==> src/agu_pkg.sv <==
package agu_pkg;

  // ===========================================================================
  // Widths
  localparam int ADDR_W      = 32;
  localparam int SEL_W       = 16;
  localparam int PORT_W      = 16;
  localparam int REG_IDX_W   = 3;
  localparam int SCALE_W     = 2;

  // ===========================================================================
  // General register indices
  localparam logic [2:0] STACK_POINTER_IDX = 3'h4;
  localparam logic [2:0] FRAME_BASE_IDX    = 3'h5;

  // ===========================================================================
  // Scale encodings (shift amounts)
  localparam logic [1:0] SCALE_1 = 2'h0;
  localparam logic [1:0] SCALE_2 = 2'h1;
  localparam logic [1:0] SCALE_4 = 2'h2;
  localparam logic [1:0] SCALE_8 = 2'h3;

  // ===========================================================================
  // Far pointer layout
  localparam int FAR_PTR_W    = 48;
  localparam int FAR_OFS_LSB  = 0;
  localparam int FAR_SEL_LSB  = 32;

  // ===========================================================================
  // Reset values
  localparam logic [31:0] ADDR_RST = 32'h0000_0000;
  localparam logic [15:0] SEL_RST  = 16'h0000;

  typedef enum logic [1:0] {
    DISP_NONE,
    DISP_8,
    DISP_16,
    DISP_32
  } disp_size_e;

  typedef enum logic [2:0] {
    REF_FETCH,
    REF_STACK,
    REF_DATA,
    REF_STRING_DST,
    REF_FAR_PTR,
    REF_EXPLICIT,
    REF_IO
  } ref_kind_e;

  typedef enum logic [2:0] {
    SEG_STRING_TARGET,
    SEG_CODE,
    SEG_STACK,
    SEG_DATA,
    SEG_EXTRA_F,
    SEG_EXTRA_G
  } seg_sel_e;

endpackage : agu_pkg

==> src/ea_adder.sv <==
`timescale 1ns/1ps

module ea_adder (
  input  wire logic [31:0] disp_ext,
  input  wire logic [31:0] base_val,
  input  wire logic [31:0] index_val,
  input  wire logic        base_en,
  input  wire logic        index_en,
  input  wire logic [1:0]  scale,
  input  wire logic        addr32,
  output logic      [31:0] ea
);

  logic [31:0] base_term;
  logic [31:0] index_term;
  logic [31:0] sum;

  always_comb begin
    base_term  = base_en ? base_val : agu_pkg::ADDR_RST;
    // Shift is modulo 2^32, so signed index wraps correctly
    index_term = index_en ? (index_val << scale) : agu_pkg::ADDR_RST;  // see [RULE3] see [RULE5]
    sum        = disp_ext + base_term + index_term;                    // see [RULE1] see [RULE4]
    // Carry out of the active width is dropped
    ea         = addr32 ? sum : {16'h0000, sum[15:0]};                 // see [RULE18] see [RULE19]
  end

endmodule : ea_adder

==> src/operand_addr_gen.sv <==
`timescale 1ns/1ps

// Summary of operation
// [RULE1] Offset is displacement plus base plus scaled index
// [RULE2] Displacement may be 8, 16 or 32 bits
// [RULE3] Index scaled by 2, 4 or 8
// [RULE4] Components added as signed two's complement
// [RULE5] Scale only applies when index present
// [RULE6] Stack pointer never usable as index
// [RULE7] Stack or frame base selects stack segment
// [RULE8] Fetches always use code segment
// [RULE9] Push and pop always use stack segment
// [RULE10] String destinations always use string target segment
// [RULE11] Other data defaults to data segment
// [RULE12] Override prefix replaces default data segment
// [RULE13] Explicit selector is 16 bits, memory or register
// [RULE14] Far pointer: offset dword, then selector word
// [RULE15] Offset paired with selector names an operand
// [RULE16] Separate 64K byte-port I/O space, wider ports allowed
// [RULE17] Port from immediate or port address register
// [RULE18] Address size picks 16 or 32 bit offsets
// [RULE19] Sum truncated to active address size
module operand_addr_gen #(
  parameter int ADDR_W = agu_pkg::ADDR_W,
  parameter int PORT_W = agu_pkg::PORT_W
) (
  input  wire logic                    sys_clk,
  input  wire logic                    rst_n,
  input  wire logic                    clk_en,
  input  wire logic                    req_valid,
  input  wire agu_pkg::ref_kind_e      ref_kind,
  input  wire logic                    addr32,
  input  wire logic [31:0]             disp_raw,
  input  wire agu_pkg::disp_size_e     disp_size,
  input  wire logic                    base_en,
  input  wire logic [2:0]              base_idx,
  input  wire logic [31:0]             base_val,
  input  wire logic                    index_en,
  input  wire logic [2:0]              index_idx,
  input  wire logic [31:0]             index_val,
  input  wire logic [1:0]              scale,
  input  wire logic                    override_en,
  input  wire agu_pkg::seg_sel_e       override_seg,
  input  wire logic [31:0]             fetch_offset,
  input  wire logic                    sel_from_mem,
  input  wire logic [15:0]             sel_mem_val,
  input  wire logic [15:0]             sel_reg_val,
  input  wire logic [47:0]             far_ptr,
  input  wire logic                    io_use_imm,
  input  wire logic [7:0]              io_imm,
  input  wire logic [15:0]             port_address_reg,
  input  wire logic [1:0]              io_width,
  output logic                         out_valid,
  output agu_pkg::seg_sel_e            seg_out,
  output logic [31:0]                  offset_out,
  output logic                         sel_valid,
  output logic [15:0]                  sel_out,
  output logic                         io_valid,
  output logic [15:0]                  io_port,
  output logic [1:0]                   io_size,
  output logic                         index_fault
);

  // ===========================================================================
  // Parameter checks
  // The datapath is built for the full offset and port widths only
  if (ADDR_W != agu_pkg::ADDR_W) begin : g_bad_addr_w
    $error("operand_addr_gen: ADDR_W must equal the package offset width");
  end
  if (PORT_W != agu_pkg::PORT_W) begin : g_bad_port_w
    $error("operand_addr_gen: PORT_W must equal the package port width");
  end

  // ===========================================================================
  // Displacement sign extension
  logic [31:0] disp_ext;

  always_comb begin
    unique case (disp_size)                                                    // see [RULE2]
      agu_pkg::DISP_NONE: disp_ext = agu_pkg::ADDR_RST;
      agu_pkg::DISP_8:    disp_ext = {{24{disp_raw[7]}}, disp_raw[7:0]};       // see [RULE4]
      agu_pkg::DISP_16:   disp_ext = {{16{disp_raw[15]}}, disp_raw[15:0]};
      agu_pkg::DISP_32:   disp_ext = disp_raw;
    endcase
  end

  // ===========================================================================
  // Index qualification
  logic index_is_sp;
  logic index_ok;

  // A stack pointer index code is treated as no index, and flagged
  assign index_is_sp = index_en && (index_idx == agu_pkg::STACK_POINTER_IDX);  // see [RULE6]
  assign index_ok    = index_en && !index_is_sp;                               // see [RULE6]

  logic [31:0] ea;

  ea_adder u_ea_adder (
    .disp_ext  (disp_ext),
    .base_val  (base_val),
    .index_val (index_val),
    .base_en   (base_en),
    .index_en  (index_ok),
    .scale     (scale),
    .addr32    (addr32),
    .ea        (ea)
  );

  // ===========================================================================
  // Segment choice
  logic               stack_based;
  agu_pkg::seg_sel_e  data_default;
  agu_pkg::seg_sel_e  nxt_seg;
  logic [31:0]        nxt_offset;
  logic               nxt_sel_valid;
  logic [15:0]        nxt_sel;

  assign stack_based  = base_en && ((base_idx == agu_pkg::STACK_POINTER_IDX) ||
                                    (base_idx == agu_pkg::FRAME_BASE_IDX));
  assign data_default = stack_based ? agu_pkg::SEG_STACK : agu_pkg::SEG_DATA;   // see [RULE7] see [RULE11]

  always_comb begin
    nxt_seg       = data_default;
    nxt_offset    = ea;                                                         // see [RULE15]
    nxt_sel_valid = 1'b0;
    nxt_sel       = agu_pkg::SEL_RST;
    unique case (ref_kind)
      agu_pkg::REF_FETCH: begin
        nxt_seg    = agu_pkg::SEG_CODE;                                         // see [RULE8]
        nxt_offset = addr32 ? fetch_offset : {16'h0000, fetch_offset[15:0]};    // see [RULE18]
      end
      agu_pkg::REF_STACK: begin
        nxt_seg = agu_pkg::SEG_STACK;                                           // see [RULE9]
      end
      agu_pkg::REF_STRING_DST: begin
        nxt_seg = agu_pkg::SEG_STRING_TARGET;                                   // see [RULE10]
      end
      agu_pkg::REF_DATA: begin
        nxt_seg = override_en ? override_seg : data_default;                    // see [RULE12]
      end
      agu_pkg::REF_FAR_PTR: begin
        // Pointer is stored low dword first, selector word above it
        nxt_seg       = override_en ? override_seg : data_default;
        nxt_offset    = far_ptr[agu_pkg::FAR_OFS_LSB +: agu_pkg::ADDR_W];       // see [RULE14]
        nxt_sel_valid = 1'b1;
        nxt_sel       = far_ptr[agu_pkg::FAR_SEL_LSB +: agu_pkg::SEL_W];        // see [RULE14]
      end
      agu_pkg::REF_EXPLICIT: begin
        nxt_seg       = override_en ? override_seg : data_default;
        nxt_sel_valid = 1'b1;
        nxt_sel       = sel_from_mem ? sel_mem_val : sel_reg_val;               // see [RULE13]
      end
      agu_pkg::REF_IO: begin
        nxt_offset = agu_pkg::ADDR_RST;
      end
      default: begin
        nxt_seg = data_default;
      end
    endcase
  end

  // ===========================================================================
  // Memory reference outputs
  always_ff @(posedge sys_clk) begin
    if (!rst_n) begin
      out_valid   <= 1'b0;
      seg_out     <= agu_pkg::SEG_DATA;
      offset_out  <= agu_pkg::ADDR_RST;
      sel_valid   <= 1'b0;
      sel_out     <= agu_pkg::SEL_RST;
      index_fault <= 1'b0;
    end else if (clk_en) begin
      out_valid   <= req_valid && (ref_kind != agu_pkg::REF_IO);
      index_fault <= req_valid && index_is_sp && (ref_kind != agu_pkg::REF_IO);  // see [RULE6]
      if (req_valid && (ref_kind != agu_pkg::REF_IO)) begin
        seg_out    <= nxt_seg;
        offset_out <= nxt_offset;
        sel_valid  <= nxt_sel_valid;
        sel_out    <= nxt_sel;
      end
    end
  end

  // ===========================================================================
  // I/O port address, its own 16-bit space apart from memory
  always_ff @(posedge sys_clk) begin
    if (!rst_n) begin
      io_valid <= 1'b0;
      io_port  <= agu_pkg::SEL_RST;
      io_size  <= 2'h0;
    end else if (clk_en) begin
      io_valid <= req_valid && (ref_kind == agu_pkg::REF_IO);                  // see [RULE16]
      if (req_valid && (ref_kind == agu_pkg::REF_IO)) begin
        io_port <= io_use_imm ? {8'h00, io_imm} : port_address_reg;            // see [RULE17]
        io_size <= io_width;                                                   // see [RULE16]
      end
    end
  end

endmodule : operand_addr_gen

==> config.mk <==
export PLATFORM = sky130hd
export DESIGN_NAME = operand_addr_gen
export DESIGN_NICKNAME = d
export VERILOG_FILES = /design/src/agu_pkg.sv /design/src/ea_adder.sv /design/src/operand_addr_gen.sv
export SDC_FILE = /design/constraint.sdc
export NUM_CORES = 1
export LEC_CHECK = 0
export BUFFER_PORTS_ARGS = -buffer_cell sky130_fd_sc_hd__clkbuf_2
export CORE_MARGIN = 4
export CORE_UTILIZATION = 47
export CTS_CLUSTER_DIAMETER = 40
export DETAILED_ROUTE_END_ITERATION = 16
export GPL_TIMING_DRIVEN = 0
export PLACE_DENSITY = 0.89
export SKIP_CTS_REPAIR_TIMING = 1
export SLEW_MARGIN = 20
export SYNTH_ARGS = -nofsm -noshare
export SYNTH_HDL_FRONTEND = slang
export SYNTH_SLANG_ARGS = --single-unit
==> constraint.sdc <==
create_clock -name sys_clk -period 7.2 [get_ports sys_clk]
set_input_delay 1.44 -clock sys_clk [delete_from_list [all_inputs] [get_ports sys_clk]]
set_output_delay 1.44 -clock sys_clk [all_outputs]
set_load 0.05 [all_outputs]
## Word-level counts from Yosys, hierarchy flattened

Cells that the tools add are included.

| operators by class | value |
|---|---|
| add/sub/neg operators | 2 |
| eq/ne operators | 13 |
| shift operators | 1 |
| muxes and demuxes | 13 |
| reduce and logical (&&, ||, !) cells | 15 |

Operator list:

| cell | number |
|---|---|
| two-way mux 32 bit | 4 |
| one-hot mux 32 bit (4 select lines) | 1 |
| one-hot mux 32 bit (3 select lines) | 1 |
| adder 32 bit | 2 |
| two-way mux 16 bit | 2 |
| one-hot mux 16 bit (2 select lines) | 1 |
| left shift 32 x 2 -> 32 bit | 1 |
| == test 3 bit (second input constant) | 6 |
| one-hot mux 3 bit (4 select lines) | 1 |
| logical AND 1 bit | 7 |
| == test 3 x 2 -> 1 bit (second input constant) | 2 |
| == test 2 bit (second input constant) | 2 |
| AND reduction 2 bit | 2 |
| == test 3 x 1 -> 1 bit (second input constant) | 1 |
| zero test 3 bit | 1 |
| two-way mux 3 bit | 1 |
| != test 3 bit (second input constant) | 1 |
| OR reduction 3 bit | 1 |
| == test 2 x 1 -> 1 bit (second input constant) | 1 |
| zero test 2 bit | 1 |
| two-way mux 1 bit | 2 |
| OR reduction 2 bit | 1 |
| zero test 1 bit | 1 |
| logical OR 1 bit | 1 |

| storage, ports and cells | value |
|---|---|
| register bits after elaboration | 73 |
| output and inout port bits | 73 |
| logic and storage cells | 53 |

## Logic depth before layout (Yosys ltp)

Gate-level depths: netlist of the first run.

| depth | value |
|---|---|
| word-level depth | 8 |
| mapped depth | 17 |
| mapped depth without buffers | 16 |

## Modules after synthesis

From an unflattened synthesis of the first run, not the netlist that was laid out.

| unflattened totals | value |
|---|---|
| cell total of the unflattened synthesis | 921 |
| area total of the unflattened synthesis | 7825.0 um2 |

By module, submodules not included:

| module | times used | cells an instance | area each (um2) |
|---|---|---|---|
| operand_addr_gen | 1 | 492 | 4229.1 |
| ea_adder | 1 | 429 | 3595.9 |

## Worst setup path before layout of the first run

Ideal clock, no wire load.

| timing path | value |
|---|---|
| path kind | input-to-reg |
| start | input scale[0] |
| end | register offset_out[23] |
| setup time | 0.130 ns |
| data arrival time | 4.761 ns |
| data required time | 7.070 ns |
| path slack | 2.308 ns |
| cell stages on the path | 17 |
| path buffers | 2 |
| cell sequence | buf_2 buf_1 mux2_2 nand3b_1 fa_1 inv_1 ha_1 inv_1 fa_1 nor2b_1 o2111ai_1 a21oi_2 o311ai_2 a21oi_2 xor2_1 a222oi_1 a21oi_1 |

| on the way | value |
|---|---|
| word-level cells in the longest chain between the ends | 5 |

Ends and longest elaborated chain:

| item | line | RTL |
|---|---|---|
| start: declaration | operand_addr_gen.sv:41 | `input wire logic [1:0] scale,` |
| left shift 32 x 2 -> 32 bit | ea_adder.sv:21 | `index_term = index_en ? (index_val << scale) : agu_pkg::ADDR_RST;` |
| two-way mux 32 bit | ea_adder.sv:21 |  |
| adder 32 bit | ea_adder.sv:22 | `sum = disp_ext + base_term + index_term;` |
| two-way mux 32 bit | ea_adder.sv:24 | `ea = addr32 ? sum : {16'h0000, sum[15:0]};` |
| one-hot mux 32 bit (3 select lines) | operand_addr_gen.sv:127 | `unique case (ref_kind)` |
| end signal: assignment | operand_addr_gen.sv:168 | `offset_out <= agu_pkg::ADDR_RST;` |
| end signal: assignment | operand_addr_gen.sv:177 | `offset_out <= nxt_offset;` |
| end: declaration | operand_addr_gen.sv:55 | `output logic [31:0] offset_out,` |

Every way passes these cells.
A chain may end at the register's enable or synchronous reset.

## Worst setup path in the final report of the first run

| timing path | value |
|---|---|
| start | input index_idx[2] |
| end | register offset_out[23] |

| on the way | value |
|---|---|
| word-level cells in the longest chain between the ends | 8 |

Ends and longest elaborated chain:

| item | line | RTL |
|---|---|---|
| start: declaration | operand_addr_gen.sv:39 | `input wire logic [2:0] index_idx,` |
| == test 3 bit | operand_addr_gen.sv:93 | `assign index_is_sp = index_en && (index_idx == agu_pkg::STACK_POINTER_IDX);` |
| logical AND 1 bit | operand_addr_gen.sv:93 |  |
| zero test 1 bit | operand_addr_gen.sv:94 | `assign index_ok = index_en && !index_is_sp;` |
| logical AND 1 bit | operand_addr_gen.sv:94 |  |
| two-way mux 32 bit | ea_adder.sv:21 |  |
| adder 32 bit | ea_adder.sv:22 |  |
| two-way mux 32 bit | ea_adder.sv:24 |  |
| one-hot mux 32 bit (3 select lines) | operand_addr_gen.sv:127 |  |

Every way passes these cells.

==> impl_metrics.json, run 1 <==
{
  "seqPwrFrac_pct": 26.8,
  "fillers": 1391,
  "yosysWarnings": 0,
  "finalMaxSlewViolations": 0,
  "comb_power_share_pct": 48.2,
  "critPathTopFamily": "compound AO/OA/AOI/OAI gates",
  "totalWireLength_mm": 26.8,
  "die_w_um": 132,
  "layout-drive-gt1-share_pct": 31.5,
  "detail-route-antenna-nets": 0,
  "dpl-instance-area_um2": 9140,
  "dpl.hpwl_mm": 22.7,
  "setup_tns_ns": 0,
  "die_h_um": 132,
  "min_path_cells": 2,
  "worst-setup-path-type": "primary input to flip-flop",
  "status": "complete, no violations",
  "cts_tree": "built",
  "vias_per_cell": 5.73,
  "switching_share_pct": 41.5,
  "synth_nets": 1237,
  "ys_top_cells_by_count": "118 x nand2_1, 86 x a21oi_1, 86 x nor2_1",
  "cts_root_buf": "clkbuf_16",
  "p_leak_uw": 0.00468,
  "path_clk_slew_ns": 0.06,
  "area_growth_syn_to_layout_pct": 29.4,
  "yosysMostFrequentCell": "nand2_1",
  "yosysTopAreaCellShare_pct": 20.1,
  "worst_slew_pin_slew_ns": 0.805,
  "r2r-start": "offset_out[24]",
  "dr.pass1.iters": 6,
  "clockBufferDepth": 2,
  "routedWlPerCell_um": 18.5,
  "design_area_um2": 9410,
  "worst-r2r-cell-count": 4,
  "peakVddDrop_v": 0.000113,
  "synth.area.top_cells": "dfxtp_1 20%, fa_1 8.8%, mux4_2 8.7%",
  "clkLatencyLatePin_ns": 0.33,
  "endpoint_kind": "flip-flop",
  "avgSynthCellArea_um2": 7.95,
  "rows": 45,
  "initial_core_util_pct": 47.8,
  "ys.flop_type": "dfxtp_1",
  "slowest_delay_ns": 0.58,
  "grt_pass1_vias": 7937,
  "cap_violations": 0,
  "crit_chain": "clkbuf_2 > nor3b_1 > nor2b_1 > clkbuf_1 > nand3b_1 > fa_1 > inv_1 > ha_1 > inv_1 > fa_1 > nor2b_1 > o2111ai_1 > a21oi_2 > o311ai_2 > a21oi_2 > xor2_1 > a222oi_1 > a21oi_1",
  "reg2reg_setup_slack_ns": 6.15,
  "synth_edf_count": 0,
  "cts_sinks": 73,
  "fin_crit_sh_pct": 75.5,
  "grt_use_total_pct": 29.3,
  "dieArea_um2": 17500,
  "p_switching_uw": 683,
  "nets": 1573,
  "synth_largest_area_cell": "dfxtp_1",
  "detailroute.via_count": 8291,
  "power.density_nw_per_um2": 175,
  "fmax_mhz": 184,
  "yosysUniqueCellTypes": 64,
  "ios": 333,
  "worstHoldStart": "io_port[11]",
  "first_iter_violations": 617,
  "period_needed_ns": 5.44,
  "hold_violations": 0,
  "finalSetupViolCount": 0,
  "antenna_found_initial": 2,
  "r2r-end": "offset_out[24]",
  "numPortBuffers": 325,
  "rsz0062_at_grt": "no",
  "fin_skew_ns": 0,
  "worstHoldPathType": "flip-flop to flip-flop",
  "synthCells": 915,
  "p_int_uw": 965,
  "clkPwrFrac_pct": 25.1,
  "route.detailed.drc": 0,
  "ys_seq_area_share_pct": 20.1,
  "worst_ep_required_time_ns": 7.39,
  "gp_routability_congestion": 0.935,
  "max-slew-margin-rel_pct": 46.1,
  "grt_overflow": 0,
  "synth_seq_cells": 73,
  "min_to": "io_port[11]",
  "core_um2": 15200,
  "h-tree-depth": 3,
  "cp.arrival_ns": 5.63,
  "grt_first_pass_wirelength_mm": 41.2,
  "cts_buffers": 9,
  "cp_num_buf_inv": 4,
  "netlist_area_um2": 7270,
  "start_kind": "primary input",
  "grt_max_degree": 14,
  "cp_max_fo": 10,
  "async_flop_share_pct": 0,
  "crit_slowest_cell": "nor2b_1"
}
==> worst max-delay path by stage <==
stage / start / end / cells past startpoint
after floorplan: scale[0] / offset_out[23] / 17
after global placement: index_idx[2] / offset_out[23] / 18
after detailed placement: index_idx[2] / offset_out[23] / 18
after CTS: index_idx[2] / offset_out[23] / 18
after global routing: index_idx[2] / offset_out[23] / 18
final: index_idx[2] / offset_out[23] / 18
==> cell usage in the layout (no fill, tap or decap), types with 3 or more instances in the layout <==
cell       instances
o21ai_0           45
dfxtp_1           73
a221oi_1          13
o32ai_1            3
nand3b_1          12
clkbuf_2         325
mux2i_1           37
ha_1              30
o21ai_1            7
buf_2              7
nand4_1            6
o211ai_1           3
and2_1            13
nor3_1            27
and3_1             5
o31ai_1            3
o2111ai_1          3
fa_1              32
xnor2_1           12
a21oi_1           86
o211a_1            3
a21oi_2            3
or2_2              5
inv_1             64
a31oi_1            4
o221ai_1           9
a211oi_1          33
buf_1              3
nor2_1            86
nand3_1            9
or3_1              4
clkbuf_1          55
mux4_2            28
clkbuf_16          9
nand2_1          118
xor2_1            15
a21o_1            19
nand2b_1           5
==> cell families (layout without fill, tap and decap cells) <==
| group | after synthesis | after routing | share of synthesized area [%] |
|---|---|---|---|
| buffers and inverters | 130 | 471 | 7.04 |
| other | 0 | 2 | 0 |
| adder cells (fa/ha/maj) | 62 | 62 | 14.0 |
| AO/OA/AOI/OAI | 256 | 256 | 23.0 |
| multiplexers | 67 | 67 | 14.1 |
| flip-flops | 73 | 73 | 20.1 |
| AND/OR/NAND/NOR | 300 | 300 | 18.6 |
| XOR/XNOR | 27 | 27 | 3.25 |
==> sequential cells by signal, summed over array words and instances, names as in the netlist <==
| name | flops |
|---|---|
| offset_out | 32 |
| out_valid | 1 |
| io_port | 16 |
| sel_out | 16 |
| io_valid | 1 |
| index_fault | 1 |
| io_size | 2 |
| seg_out | 3 |
| sel_valid | 1 |
==> worst reg2reg max path, cell delays in order (launching register included) <==
cell and delay [ns]:
dfxtp_1 0.30, o21ai_0 0.31, nor2_1 0.09, mux2i_1 0.14, o21ai_0 0.09
==> metrics by stage <==
step                total power (µW)  hold slack, ns  cells  worst slack (ns)  utilization [%]
detailed placement              1230           0.442   1428              1.41             60.1
floorplan                        993           0.671    915              2.31                -
global route                    1750           0.469   1445              1.31             61.9
finish                          1650           0.455   1446              1.76             61.9
CTS                             1640           0.450   1444              1.76             61.9
global placement                1220           0.438   1428              1.46             60.1
==> cell type report <==
class,instances,area [µm²],share of cell area (%)
multi-input cells,712,5300,56.3
clock buffers,10,229,2.43
flip-flops and latches,73,1460,15.5
well taps,188,235,2.50
repair buffers,325,1630,17.3
diodes,2,5.00,0.0532
clock inverters,6,42.5,0.452
plain buffers,66,272,2.88
inverters,64,240,2.55
==> layer usage <==
| layer | track usage, % | vias to the layer above | wire (µm) |
|---|---|---|---|
| li1 | - | 3956 | - |
| met1 | 36.7 | 3860 | 10800 |
| met2 | 50.7 | 419 | 13000 |
| met3 | 6.07 | 56 | 2350 |
| met4 | 8.83 | 0 | 698 |
| met5 | 0 | - | 0 |
==> power groups by stage <==
stage               logic, µW  registers, µW  clock network [µW]
floorplan                 463            530                   0
global placement          772            449                   0
detailed placement        783            450                   0
CTS                       787            441                 417
global route              870            443                 434
finish                    794            441                 413
No activity file was read; power rests on OpenSTA's default activity.
==> inputs of run 2 (changes only) <==
Settings changed: CORE_UTILIZATION 47 to 44, PLACE_DENSITY 0.89 to 0.88.
Clock period 7.2 ns to 4.4 ns, I/O delays scaled along.
==> run 2 against run 1 <==
Cell area grew 1.6%. Global-route usage shrank 0.76 points. Hold slack lost 0.0060 ns. Sequential share of layout area shrank 0.25 points. Sequential power grew 63%. Worst setup slack lost 1.6 ns. Critical endpoint is now offset_out[27]. Largest power group unchanged.
==> impl_metrics.json, run 2 (synthesis results as in run 1) <==
{
  "die_w_um": 137,
  "initial_core_util_pct": 45.3,
  "comb_power_share_pct": 48.0,
  "fin_cells": 1477,
  "max-slew-margin-rel_pct": 51.4,
  "start_kind": "primary input",
  "finalMaxSlewViolations": 0,
  "routedWlPerCell_um": 18.9,
  "fin_crit_sh_pct": 96.0,
  "cts_root_buf": "clkbuf_16",
  "nets": 1577,
  "grt_max_degree": 16,
  "area_growth_syn_to_layout_pct": 31.5,
  "p_int_uw": 1600,
  "power.density_nw_per_um2": 290,
  "ios": 333,
  "h-tree-depth": 3,
  "top_register": "offset_out",
  "worst_ep_required_time_ns": 4.64,
  "worstHoldPathType": "flip-flop to flip-flop",
  "cp.arrival_ns": 4.47,
  "cts_tree": "built",
  "clkLatencyLatePin_ns": 0.34,
  "layout_commonest_cell": "clkbuf_2",
  "hold_violations": 0,
  "fillers": 1409,
  "fmax_mhz": 237,
  "route.detailed.drc": 0,
  "totalWireLength_mm": 27.9,
  "dpl.hpwl_mm": 23.5,
  "clkPwrFrac_pct": 26.0,
  "path_clk_slew_ns": 0.07,
  "fin_skew_ns": 0,
  "switching_share_pct": 42.3,
  "vias_per_cell": 5.65,
  "worst-setup-path-type": "primary input to flip-flop",
  "status": "complete, no violations",
  "seqPwrFrac_pct": 26.0,
  "cts_sinks": 73,
  "first_iter_violations": 543,
  "dieArea_um2": 18700,
  "multiInputGateArea_um2": 5340,
  "finalSetupViolCount": 0,
  "antenna_found_initial": 1,
  "p_leak_uw": 0.00476,
  "layout-drive-gt1-share_pct": 33.3,
  "grt_first_pass_wirelength_mm": 41.1,
  "largest_reg_flops": 32,
  "layout_setup_ws_ns": 0.177,
  "dr.pass1.iters": 5,
  "peakVddDrop_v": 0.000163,
  "gp_routability_congestion": 0.925,
  "dpl.cell_count": 1456,
  "grt_overflow": 0,
  "detail-route-antenna-nets": 0,
  "p_switching_uw": 1170,
  "grt_use_total_pct": 28.5,
  "register_area_um2": 1460,
  "setup_tns_ns": 0,
  "cap_violations": 0,
  "mostFrequentLayoutCells": "332 x clkbuf_2, 118 x nand2_1, 86 x a21oi_1, 86 x nor2_1, 73 x dfxtp_1",
  "detailroute.via_count": 8338,
  "dpl-instance-area_um2": 9170,
  "numPortBuffers": 325,
  "clockBufferDepth": 2,
  "grt_pass1_vias": 7895,
  "period_needed_ns": 4.22,
  "top_regs": "offset_out x32, io_port x16, sel_out x16",
  "cts_buffers": 9,
  "post-place-ws_ns": -0.864,
  "design_area_um2": 9570,
  "worst_slew_pin_slew_ns": 0.726,
  "rows": 46,
  "die_h_um": 137,
  "endpoint_kind": "flip-flop",
  "cp_max_fo": 10,
  "core_um2": 16100
}
==> run 2: cell type report <==
| class | instances | share of cell area (%) |
|---|---|---|
| well taps | 216 | 2.83 |
| clock inverters | 7 | 0.615 |
| clock buffers | 9 | 2.35 |
| plain buffers | 65 | 3.14 |
| repair buffers | 330 | 17.4 |
| inverters | 64 | 2.51 |
| flip-flops and latches | 73 | 15.3 |
| multi-input cells | 712 | 55.9 |
| diodes | 1 | 0.0262 |
==> run 2: worst max-delay path, cell delays in order <==
cell       delay, ns
buf_2           0.24
buf_6           0.20
mux2_2          0.34
nand3b_1        0.13
fa_1            0.42
inv_1           0.07
ha_1            0.16
inv_1           0.05
fa_2            0.36
nor2b_2         0.17
o2111ai_2       0.16
a21oi_2         0.27
o311ai_2        0.13
a21oi_2         0.28
a311oi_2        0.14
xor2_1          0.18
o32ai_1         0.29
==> run 2: worst paths after layout <==
check	slack [ns]	from	endpoint	cells after the start
setup / recovery	0.18	scale[0]	offset_out[27]	17
hold / removal	0.45	io_port[12]	io_port[12]	2
setup reg to reg	3.31	offset_out[24]	offset_out[24]	4
hold reg to reg	0.45	io_port[12]	io_port[12]	2
==> run 2: per-layer routing <==
metal,routed length (µm),global-route usage [%],part of all wire [%],vias up
li1,-,-,-,3940
met1,10800,34.8,39,3917
met4,890,10.5,3.2,0
met3,2710,6.73,9.7,54
met2,13500,48.9,48,427
met5,0,0,0,-
==> run 2: power groups by stage <==
| stage | Combinational [µW] | Clock, µW | Sequential [µW] |
|---|---|---|---|
| floorplan | 758 | 0 | 868 |
| global placement | 1270 | 0 | 733 |
| detailed placement | 1290 | 0 | 734 |
| CTS | 1300 | 724 | 720 |
| global route | 1460 | 752 | 724 |
| finish | 1330 | 721 | 721 |
==> run 2: stage by stage <==
step	power [µW]	utilization [%]	hold slack, ns
final	2770	59.6	0.449
after global routing	2930	59.6	0.473
after CTS	2740	58.9	0.453
after detailed placement	2030	57.1	0.444
after global placement	2000	57.1	0.438
after floorplan	1630	-	0.671
